<file path="src/hdl/r1ti_pkg.sv">
// constants of the remote-1 threshold adjust interval block
// assumes a 32-bit classic wishbone slave with one register per aligned word
`default_nettype none

package r1ti_pkg;

  // ==========================================================================
  // bus geometry
  localparam int          ADR_W      = 10;
  localparam int          DATA_W     = 32;
  localparam int          REG_W      = 8;

  // ==========================================================================
  // register indices, byte address is four times the index
  localparam logic [7:0]  IDX_INTERVAL = 8'h8e;
  localparam logic [7:0]  IDX_CONFIG   = 8'h90;
  localparam logic [7:0]  IDX_TMIN     = 8'h91;
  localparam logic [7:0]  IDX_STATUS   = 8'h92;

  // ==========================================================================
  // reset values
  localparam logic [7:0]  INTERVAL_RST = 8'h00;
  localparam logic [7:0]  CONFIG_RST   = 8'h00;
  localparam logic [7:0]  TMIN_RST     = 8'h00;

  // ==========================================================================
  // field positions
  localparam int          CODE_LSB       = 0;
  localparam int          CODE_W         = 3;
  localparam int          CFG_LOCK_BIT   = 0;
  localparam int          CFG_DYN_EN_BIT = 1;
  localparam int          STS_STATE_BIT  = 0;
  localparam int          STS_DEC_BIT    = 1;
  localparam int          STS_INC_BIT    = 2;

  // ==========================================================================
  // wait counts in monitoring cycles, doubled once per code step
  localparam int          CNT_W           = 12;
  localparam logic [11:0] DEC_BASE_CYCLES = 12'h008;
  localparam logic [11:0] INC_BASE_CYCLES = 12'h010;

  // ==========================================================================
  // threshold limits
  localparam logic [7:0]  TMIN_FLOOR = 8'h00;
  localparam logic [7:0]  TMIN_CEIL  = 8'hff;

  typedef enum logic [1:0] {
    R1TI_ST_OFF   = 2'b00,
    R1TI_ST_TRACK = 2'b01
  } r1ti_adj_e;

endpackage

`default_nettype wire

</file>
<file path="src/hdl/r1ti_reg_if.sv">
// register access carrier between the wishbone port and the register core
// assumes both ends run on the same clock
`default_nettype none

interface r1ti_reg_if;
  logic        req;
  logic        we;
  logic        lane_en;
  logic [7:0]  idx;
  logic [7:0]  wdata;
  logic [7:0]  rdata;

  modport port (output req, output we, output lane_en, output idx, output wdata, input rdata);
  modport core (input req, input we, input lane_en, input idx, input wdata, output rdata);
endinterface

`default_nettype wire

</file>
<file path="src/hdl/r1ti_interval_timer.sv">
// counts monitoring ticks and pulses when the coded wait has passed
// assumes tick is a one-cycle pulse on clk
`default_nettype none

module r1ti_interval_timer #(
  parameter int                          CW   = 12,
  parameter logic [CW-1:0]               BASE = 12'h008
) (
  input  wire logic                      clk,
  input  wire logic                      rst,
  input  wire logic                      ce,
  input  wire logic                      tick,
  input  wire logic                      run,
  input  wire logic [2:0]                code,
  output logic                           expire_r
);

  logic [CW-1:0] count_r;
  logic [CW-1:0] count_nxt;
  logic          expire_nxt;
  logic [CW-1:0] limit;

  // ==========================================================================
  // wait length
  assign limit = BASE << code;

  always_comb begin
    count_nxt  = count_r;
    expire_nxt = 1'b0;
    if (!run) begin
      // a dropped request restarts the full wait
      count_nxt = '0;
    end else if (tick) begin
      if (count_r + 1'b1 >= limit) begin
        count_nxt  = '0;
        expire_nxt = 1'b1;
      end else begin
        count_nxt = count_r + 1'b1;
      end
    end
  end

  always_ff @(posedge clk or posedge rst) begin
    if (rst) begin
      count_r  <= '0;
      expire_r <= 1'b0;
    end else if (ce) begin
      count_r  <= count_nxt;
      expire_r <= expire_nxt;
    end
  end

endmodule // r1ti_interval_timer

`default_nettype wire

</file>
<file path="src/hdl/r1ti_wb_port.sv">
// classic wishbone slave front end, one wait state then ack
// assumes the master holds the request until it samples ack
`default_nettype none

module r1ti_wb_port (
  input  wire logic                           clk,
  input  wire logic                           rst,
  input  wire logic                           ce,
  input  wire logic                           wb_cyc_i,
  input  wire logic                           wb_stb_i,
  input  wire logic                           wb_we_i,
  input  wire logic [r1ti_pkg::ADR_W-1:0]     wb_adr_i,
  input  wire logic [r1ti_pkg::DATA_W-1:0]    wb_dat_i,
  input  wire logic [3:0]                     wb_sel_i,
  output logic [r1ti_pkg::DATA_W-1:0]         wb_dat_r,
  output logic                                wb_ack_r,
  r1ti_reg_if.port                            rb
);

  logic                         ack_nxt;
  logic [r1ti_pkg::DATA_W-1:0]  dat_nxt;
  logic                         take;

  // ==========================================================================
  // request decode
  assign take       = wb_cyc_i & wb_stb_i & ~wb_ack_r;
  assign rb.req     = take;
  assign rb.we      = wb_we_i;
  assign rb.lane_en = wb_sel_i[0];
  assign rb.idx     = wb_adr_i[r1ti_pkg::ADR_W-1:2];
  assign rb.wdata   = wb_dat_i[7:0];

  always_comb begin
    ack_nxt = take;
    dat_nxt = wb_dat_r;
    if (take && !wb_we_i) begin
      dat_nxt = {24'h000000, rb.rdata};
    end
  end

  always_ff @(posedge clk or posedge rst) begin
    if (rst) begin
      wb_ack_r <= 1'b0;
      wb_dat_r <= 32'h00000000;
    end else if (ce) begin
      wb_ack_r <= ack_nxt;
      wb_dat_r <= dat_nxt;
    end
  end

endmodule // r1ti_wb_port

`default_nettype wire

</file>
<file path="src/hdl/r1ti_top.sv">
// remote-1 fan-start threshold adjust interval register and pacing loop
// assumes monitor_tick, dec_req and inc_req come from logic on clk
`default_nettype none

// What this block does
// - interval register resets to zero
// - lock bit set makes interval register read-only
// - bits 2:0 hold the interval code
// - decrease wait is 8 cycles doubled per code
// - increase wait is 16 cycles doubled per code
// - adjustment only while dynamic enable is one
module r1ti_top (
  input  wire logic                           clk,
  input  wire logic                           rst,
  input  wire logic                           ce,
  input  wire logic                           wb_cyc_i,
  input  wire logic                           wb_stb_i,
  input  wire logic                           wb_we_i,
  input  wire logic [r1ti_pkg::ADR_W-1:0]     wb_adr_i,
  input  wire logic [r1ti_pkg::DATA_W-1:0]    wb_dat_i,
  input  wire logic [3:0]                     wb_sel_i,
  output logic [r1ti_pkg::DATA_W-1:0]         wb_dat_o,
  output logic                                wb_ack_o,
  input  wire logic                           monitor_tick,
  input  wire logic                           dec_req,
  input  wire logic                           inc_req,
  output logic [r1ti_pkg::REG_W-1:0]          tmin_current
);

  // ==========================================================================
  // declarations
  r1ti_reg_if rb ();

  logic [7:0]           interval_r;
  logic [7:0]           interval_nxt;
  logic                 lock_r;
  logic                 lock_nxt;
  logic                 dyn_en_r;
  logic                 dyn_en_nxt;
  logic [7:0]           tmin_prog_r;
  logic [7:0]           tmin_prog_nxt;
  logic [7:0]           tmin_r;
  logic [7:0]           tmin_nxt;
  r1ti_pkg::r1ti_adj_e  state_r;
  r1ti_pkg::r1ti_adj_e  state_nxt;
  logic [2:0]           remote1_adjust_interval_code;
  logic                 remote1_dyn_threshold_enable;
  logic                 wr;
  logic                 dec_run;
  logic                 inc_run;
  logic                 dec_expire;
  logic                 inc_expire;
  logic [7:0]           rdata;

  assign remote1_adjust_interval_code = interval_r[r1ti_pkg::CODE_LSB +: r1ti_pkg::CODE_W];
  assign remote1_dyn_threshold_enable = dyn_en_r;
  assign tmin_current                 = tmin_r;

  // ==========================================================================
  // bus front end
  r1ti_wb_port u_port (
    .clk      (clk),
    .rst      (rst),
    .ce       (ce),
    .wb_cyc_i (wb_cyc_i),
    .wb_stb_i (wb_stb_i),
    .wb_we_i  (wb_we_i),
    .wb_adr_i (wb_adr_i),
    .wb_dat_i (wb_dat_i),
    .wb_sel_i (wb_sel_i),
    .wb_dat_r (wb_dat_o),
    .wb_ack_r (wb_ack_o),
    .rb       (rb.port)
  );

  assign wr = rb.req & rb.we & rb.lane_en;

  // ==========================================================================
  // read mux, unmapped indices read zero
  always_comb begin
    rdata = 8'h00;
    case (rb.idx)
      r1ti_pkg::IDX_INTERVAL: begin
        rdata = interval_r;
      end
      r1ti_pkg::IDX_CONFIG: begin
        rdata[r1ti_pkg::CFG_LOCK_BIT]   = lock_r;
        rdata[r1ti_pkg::CFG_DYN_EN_BIT] = dyn_en_r;
      end
      r1ti_pkg::IDX_TMIN: begin
        rdata = tmin_prog_r;
      end
      r1ti_pkg::IDX_STATUS: begin
        rdata[r1ti_pkg::STS_STATE_BIT] = (state_r == r1ti_pkg::R1TI_ST_TRACK);
        rdata[r1ti_pkg::STS_DEC_BIT]   = dec_run;
        rdata[r1ti_pkg::STS_INC_BIT]   = inc_run;
        rdata[7:3]                     = 5'h00;
      end
      default: begin
        rdata = 8'h00;
      end
    endcase
  end

  assign rb.rdata = rdata;

  // ==========================================================================
  // software registers
  always_comb begin
    interval_nxt  = interval_r;
    lock_nxt      = lock_r;
    dyn_en_nxt    = dyn_en_r;
    tmin_prog_nxt = tmin_prog_r;
    if (wr) begin
      case (rb.idx)
        r1ti_pkg::IDX_INTERVAL: begin
          // a locked register silently keeps its contents, the bus still acks
          if (!lock_r) begin
            interval_nxt = rb.wdata;
          end
        end
        r1ti_pkg::IDX_CONFIG: begin
          // lock is sticky until reset so software cannot undo it
          lock_nxt   = lock_r | rb.wdata[r1ti_pkg::CFG_LOCK_BIT];
          dyn_en_nxt = rb.wdata[r1ti_pkg::CFG_DYN_EN_BIT];
        end
        r1ti_pkg::IDX_TMIN: begin
          tmin_prog_nxt = rb.wdata;
        end
        default: begin
          interval_nxt = interval_r;
        end
      endcase
    end
  end

  always_ff @(posedge clk or posedge rst) begin
    if (rst) begin
      interval_r  <= r1ti_pkg::INTERVAL_RST;
      lock_r      <= r1ti_pkg::CONFIG_RST[r1ti_pkg::CFG_LOCK_BIT];
      dyn_en_r    <= r1ti_pkg::CONFIG_RST[r1ti_pkg::CFG_DYN_EN_BIT];
      tmin_prog_r <= r1ti_pkg::TMIN_RST;
    end else if (ce) begin
      interval_r  <= interval_nxt;
      lock_r      <= lock_nxt;
      dyn_en_r    <= dyn_en_nxt;
      tmin_prog_r <= tmin_prog_nxt;
    end
  end

  // ==========================================================================
  // pacing timers, decrease wins when both requests are up
  assign dec_run = (state_r == r1ti_pkg::R1TI_ST_TRACK) & dec_req;
  assign inc_run = (state_r == r1ti_pkg::R1TI_ST_TRACK) & inc_req & ~dec_req;

  r1ti_interval_timer #(
    .CW   (r1ti_pkg::CNT_W),
    .BASE (r1ti_pkg::DEC_BASE_CYCLES)
  ) u_dec_timer (
    .clk      (clk),
    .rst      (rst),
    .ce       (ce),
    .tick     (monitor_tick),
    .run      (dec_run),
    .code     (remote1_adjust_interval_code),
    .expire_r (dec_expire)
  );

  r1ti_interval_timer #(
    .CW   (r1ti_pkg::CNT_W),
    .BASE (r1ti_pkg::INC_BASE_CYCLES)
  ) u_inc_timer (
    .clk      (clk),
    .rst      (rst),
    .ce       (ce),
    .tick     (monitor_tick),
    .run      (inc_run),
    .code     (remote1_adjust_interval_code),
    .expire_r (inc_expire)
  );

  // ==========================================================================
  // threshold engine
  always_comb begin
    state_nxt = state_r;
    tmin_nxt  = tmin_r;
    case (state_r)
      r1ti_pkg::R1TI_ST_OFF: begin
        // disabled: the threshold follows the programmed value
        tmin_nxt = tmin_prog_r;
        if (remote1_dyn_threshold_enable) begin
          state_nxt = r1ti_pkg::R1TI_ST_TRACK;
        end
      end
      r1ti_pkg::R1TI_ST_TRACK: begin
        if (!remote1_dyn_threshold_enable) begin
          state_nxt = r1ti_pkg::R1TI_ST_OFF;
          tmin_nxt  = tmin_prog_r;
        end else if (dec_expire && tmin_r != r1ti_pkg::TMIN_FLOOR) begin
          tmin_nxt = tmin_r - 8'h01;
        end else if (inc_expire && tmin_r != r1ti_pkg::TMIN_CEIL) begin
          tmin_nxt = tmin_r + 8'h01;
        end
      end
      default: begin
        state_nxt = r1ti_pkg::R1TI_ST_OFF;
        tmin_nxt  = tmin_prog_r;
      end
    endcase
  end

  always_ff @(posedge clk or posedge rst) begin
    if (rst) begin
      state_r <= r1ti_pkg::R1TI_ST_OFF;
      tmin_r  <= r1ti_pkg::TMIN_RST;
    end else if (ce) begin
      state_r <= state_nxt;
      tmin_r  <= tmin_nxt;
    end
  end

endmodule // r1ti_top

`default_nettype wire

</file>
<file path="config.mk">
export PLATFORM = sky130hd
export DESIGN_NAME = r1ti_top
export DESIGN_NICKNAME = d
export VERILOG_FILES = /design/src/hdl/r1ti_pkg.sv /design/src/hdl/r1ti_reg_if.sv /design/src/hdl/r1ti_interval_timer.sv /design/src/hdl/r1ti_wb_port.sv /design/src/hdl/r1ti_top.sv
export SDC_FILE = /design/constraint.sdc
export NUM_CORES = 1
export LEC_CHECK = 0
export BUFFER_PORTS_ARGS = -buffer_cell sky130_fd_sc_hd__clkbuf_2
export CAP_MARGIN = 20
export CORE_ASPECT_RATIO = 1.75
export CORE_MARGIN = 2
export CORE_UTILIZATION = 38
export DETAILED_ROUTE_END_ITERATION = 12
export GPL_TIMING_DRIVEN = 1
export SLEW_MARGIN = 20
export SYNTH_ARGS = -nofsm -noshare
export SYNTH_HDL_FRONTEND = slang
export SYNTH_SLANG_ARGS = --single-unit
</file>
<file path="constraint.sdc">
create_clock -name clk -period 3 [get_ports clk]
set_clock_uncertainty 0.2 [all_clocks]
set_input_delay 0.3 -clock clk [delete_from_list [all_inputs] [get_ports clk]]
set_output_delay 0.3 -clock clk [all_outputs]
set_load 0.005 [all_outputs]
</file>
==> summary.md <==
| Metric | Value |
|---|---|
| Sink Count | 62 |
| Routed wire length on met2 | between 5 and 6 mm |
| Worst-margin pin slew | 675 ps |
| Fill count | between 1000 and 1500 |
| Max IR drop VDD | 375 uV |
| Peak Freq | approximately 350 MHz |
| R2R Path Start | tmin_current[4]$_DFFE_PP0P_ |
| Routed metal-1 wirelength | 3.66 mm |
| Pre-CTS setup slack | slightly below 90 ps |
| Largest net degree at the start of global routing | 30 |
| Slew Viols, Final | 0 |
| Routed WL | 9.90 mm |
| I/O pin cnt | 96 |
| Period utilisation layout | 94.6% |
| Top layer in use | met4 |
| Hold Crit Depth | 2 |
| Via count | 3434 |
| Vias per cell | 5.49 |
| Clock Tree Root | clkbuf_16 |
| CP Launch Type | flip-flop |
| H-tree Lvls | 3 |
| Hpwl dp | 7.69 mm |
| Syn Inst Count | 432 |
| Hold Vio Cnt, Final | 0 |
| WHS Endpoint | interval_r[6]$_DFFE_PP0P_ |
| Initial DRC count | 120 |
| Final RePlAce weighted congestion | 0.816 |
| Longest Clk Path Bufs | 2 |
| Initial antenna violation count | 0 |
| EDFF count, synth | 0 |
| Critical Path AT | 2890 ps |
| Total negative slack | 0 ps |
| Ys async rst share | 100% |
| Final instance area | 4860 um2 |
| Power per cell area | 437 nW/um2 |
| DR WL/cell | around 16 um |
| Status | finished clean |
| Gr usage total | 18.5% |
| Die Y | about 140 um |
| RSZ-0062 raised after global routing | yes |
| Max-cap viol count | 0 |
| Routed Antenna Nets | 0 |
| Post-synth cell types | 63 |
| Final core occ | a little under half |
| DRT Pass-1 Iters | 4 |
| Initial Util | 38.8% |
| Cts bufs inserted | 9 |
| Worst hold path type | input pin to flip-flop |
| Core ar. | 10600 um2 |
| Synth Area per Inst | 9.55 um2 |
| Row count | 50 |
| DRC | 0 |
| Area grow syn2layout | 17.8% |
| Die ar. | 11700 um2 |
| Vias in the first global route | about 3400 |
| CP endpoint kind | flip-flop |
| Area post-placement | 4500 um2 |
| GR Overflow Total | 0 |
| R2R depth | 10 |
| Layout Nets | between 500 and 600 |
| Pleak | 0.00235 uW |
| CTS tree | built |
| Synth warn | 0 |
| Worst r2r dst | tmin_current[4]$_DFFE_PP0P_ |
| Post-synthesis sequential area ratio | 37.6% |
| Flop2flop setup slack | 160 ps |
| Multi-input gate area in the final layout | 2400 um2 |
| Final setup vio count | 0 |
| Final worst slack | 163 ps |
| Register area | 1550 um2 |
| Slew headroom | between 50% and 60% |
| Shortest period the worst path allows | between 2000 and 3000 ps |
| Clk_lat worst skew | 330 ps |
| Max FO, Critical Path | 6 |
| First-pass GRT wire length | 16.5 mm |
| Dominant synthesized flop cell | dfrtp_1 |
| HP Start | wb_dat_i[6] |
| Layout cells sized above 1 | 24.2% |
| PortBufs | 42 |
| Critical path required time | 3060 ps |
| Post-Syn Area | 4120 um2 |
| Die width | 82.8 um |
| Flops & latches, synth | 62 |
| Ant diodes | 0 |
| Met3 WL | 256 um |
| Critical path class | flip-flop to flip-flop |
| Worst-path clk slew | around 60 ps |
[cell families after synthesis]
| logic type | share of synthesized area (%) |
|---|---|
| AND/OR/NAND/NOR | 21.0 |
| adder cells (fa/ha/maj) | 8.07 |
| XOR/XNOR | 4.25 |
| flip-flops | 37.6 |
| multiplexers | 6.10 |
| other | 0.0909 |
| AO/OA/AOI/OAI | 15.3 |
| buffers and inverters | 7.65 |
[area by class of cell]
type | count | area share, %
clock buffer | 11 | 5.20
inverter | 17 | 1.31
clock inverter | 5 | 0.850
tap | 130 | 3.35
multi-input combinational | 335 | 49.4
timing repair buffer | 65 | 7.93
sequential | 62 | 32.0
[critical path, stage by stage (launching register included)]
cell      delay, ps
dfrtp_1         370
or4_1           560
o21ai_2         190
inv_2           110
ha_1            350
nor2b_1         210
buf_4           140
o21ai_0          80
a211oi_1        320
a21oi_1          70
a21oi_1         160
[power by group]
part           internal [uW]  leakage [uW]  switching (uW)
Combinational           85.7       0.00137             124
Sequential               872      0.000843            39.2
Clock                    611      0.000139             394
Total                   1570       0.00235             557
[synthesized netlist by cell type (4+ instances only)]
library cell   n  area [um2]
mux2_2        17         191
a21oi_1       13        65.1
nand4_1       14        87.6
nand3_1       21         105
buf_4         24         180
clkbuf_1      16        60.1
o21a_1         4        30.0
and3_1        10        62.6
a22o_1         7        61.3
o21ai_0       14        70.1
nand2_1       36         135
a32o_1         5        50.1
a221oi_1       6        52.6
ha_1          25         313
mux2i_1        6        60.1
nor3_1        10        50.1
nor2_1        28         105
xnor2_1       14         123
inv_1         17        63.8
xor2_1         6        52.6
a21o_1         4        30.0
o211ai_1       6        45.0
dfrtp_1       62        1550
and2_1         5        31.3
[per-layer routing]
metal	vias to the layer above	global-route usage, %
li1	1673	-
met1	1673	19.7
met2	69	33.8
met3	19	3.24
met4	0	8.80
met5	-	0
[registers in the layout (all words and copies together) (netlist names)]
register and cells:
dyn_en_r 1, tmin_prog_r 8, u_port.wb_dat_r 8, u_inc_timer.expire_r 1
u_port.wb_ack_r 1, state_r 1, u_dec_timer.count_r 12, u_inc_timer.count_r 12
lock_r 1, u_dec_timer.expire_r 1, interval_r 8, tmin_current 8
[placed cells by master (no fill, tap or decap), types with 7 or more instances in the layout]
| cell | n |
|---|---|
| dfrtp_1 | 61 |
| buf_4 | 22 |
| a21oi_1 | 13 |
| nand4_1 | 14 |
| and3_1 | 9 |
| nand2_1 | 36 |
| clkbuf_2 | 42 |
| nor2_1 | 28 |
| ha_1 | 23 |
| mux2_2 | 17 |
| inv_1 | 15 |
| a22o_1 | 7 |
| nand3_1 | 20 |
| clkbuf_16 | 9 |
| xnor2_1 | 13 |
| conb_1 | 24 |
| o21ai_0 | 13 |
| nor3_1 | 8 |
[through the flow]
stage	instances	total power (uW)	hold WS (ps)
2_1_floorplan	455	1070	196
3_3_place_gp	608	1130	179
3_5_place_dp	608	1130	189
4_1_cts	625	2150	2.63
5_1_grt	625	2230	8.84
6_report	625	2130	12.3
[how the worst max path moves through the flow]
stage	startpoint	to	slack [ps]	cells after the start
2_1_floorplan	tmin_current[4]$_DFFE_PP0P_	tmin_current[7]$_DFFE_PP0P_	180	9
6_report	tmin_current[4]$_DFFE_PP0P_	tmin_current[4]$_DFFE_PP0P_	160	10
3_3_place_gp	u_inc_timer.count_r[0]$_DFFE_PP0P_	u_inc_timer.count_r[10]$_DFFE_PP0P_	120	10
5_1_grt	u_inc_timer.count_r[0]$_DFFE_PP0P_	u_inc_timer.count_r[11]$_DFFE_PP0P_	-30	11
3_5_place_dp	u_inc_timer.count_r[0]$_DFFE_PP0P_	u_inc_timer.count_r[8]$_DFFE_PP0P_	90	10
4_1_cts	u_inc_timer.count_r[0]$_DFFE_PP0P_	u_inc_timer.count_r[8]$_DFFE_PP0P_	60	10
[repair_timing]
| action | CTS | global route |
|---|---|---|
| setup buffers | 0 | 0 |
| endpoints found under the hold margin | 27 | 0 |
| hold buffers | 1 | 0 |
| resized for setup | 0 | 13 |
| setup endpoints to repair | 0 | 26 |
No activity file was read; power rests on OpenSTA's default activity.
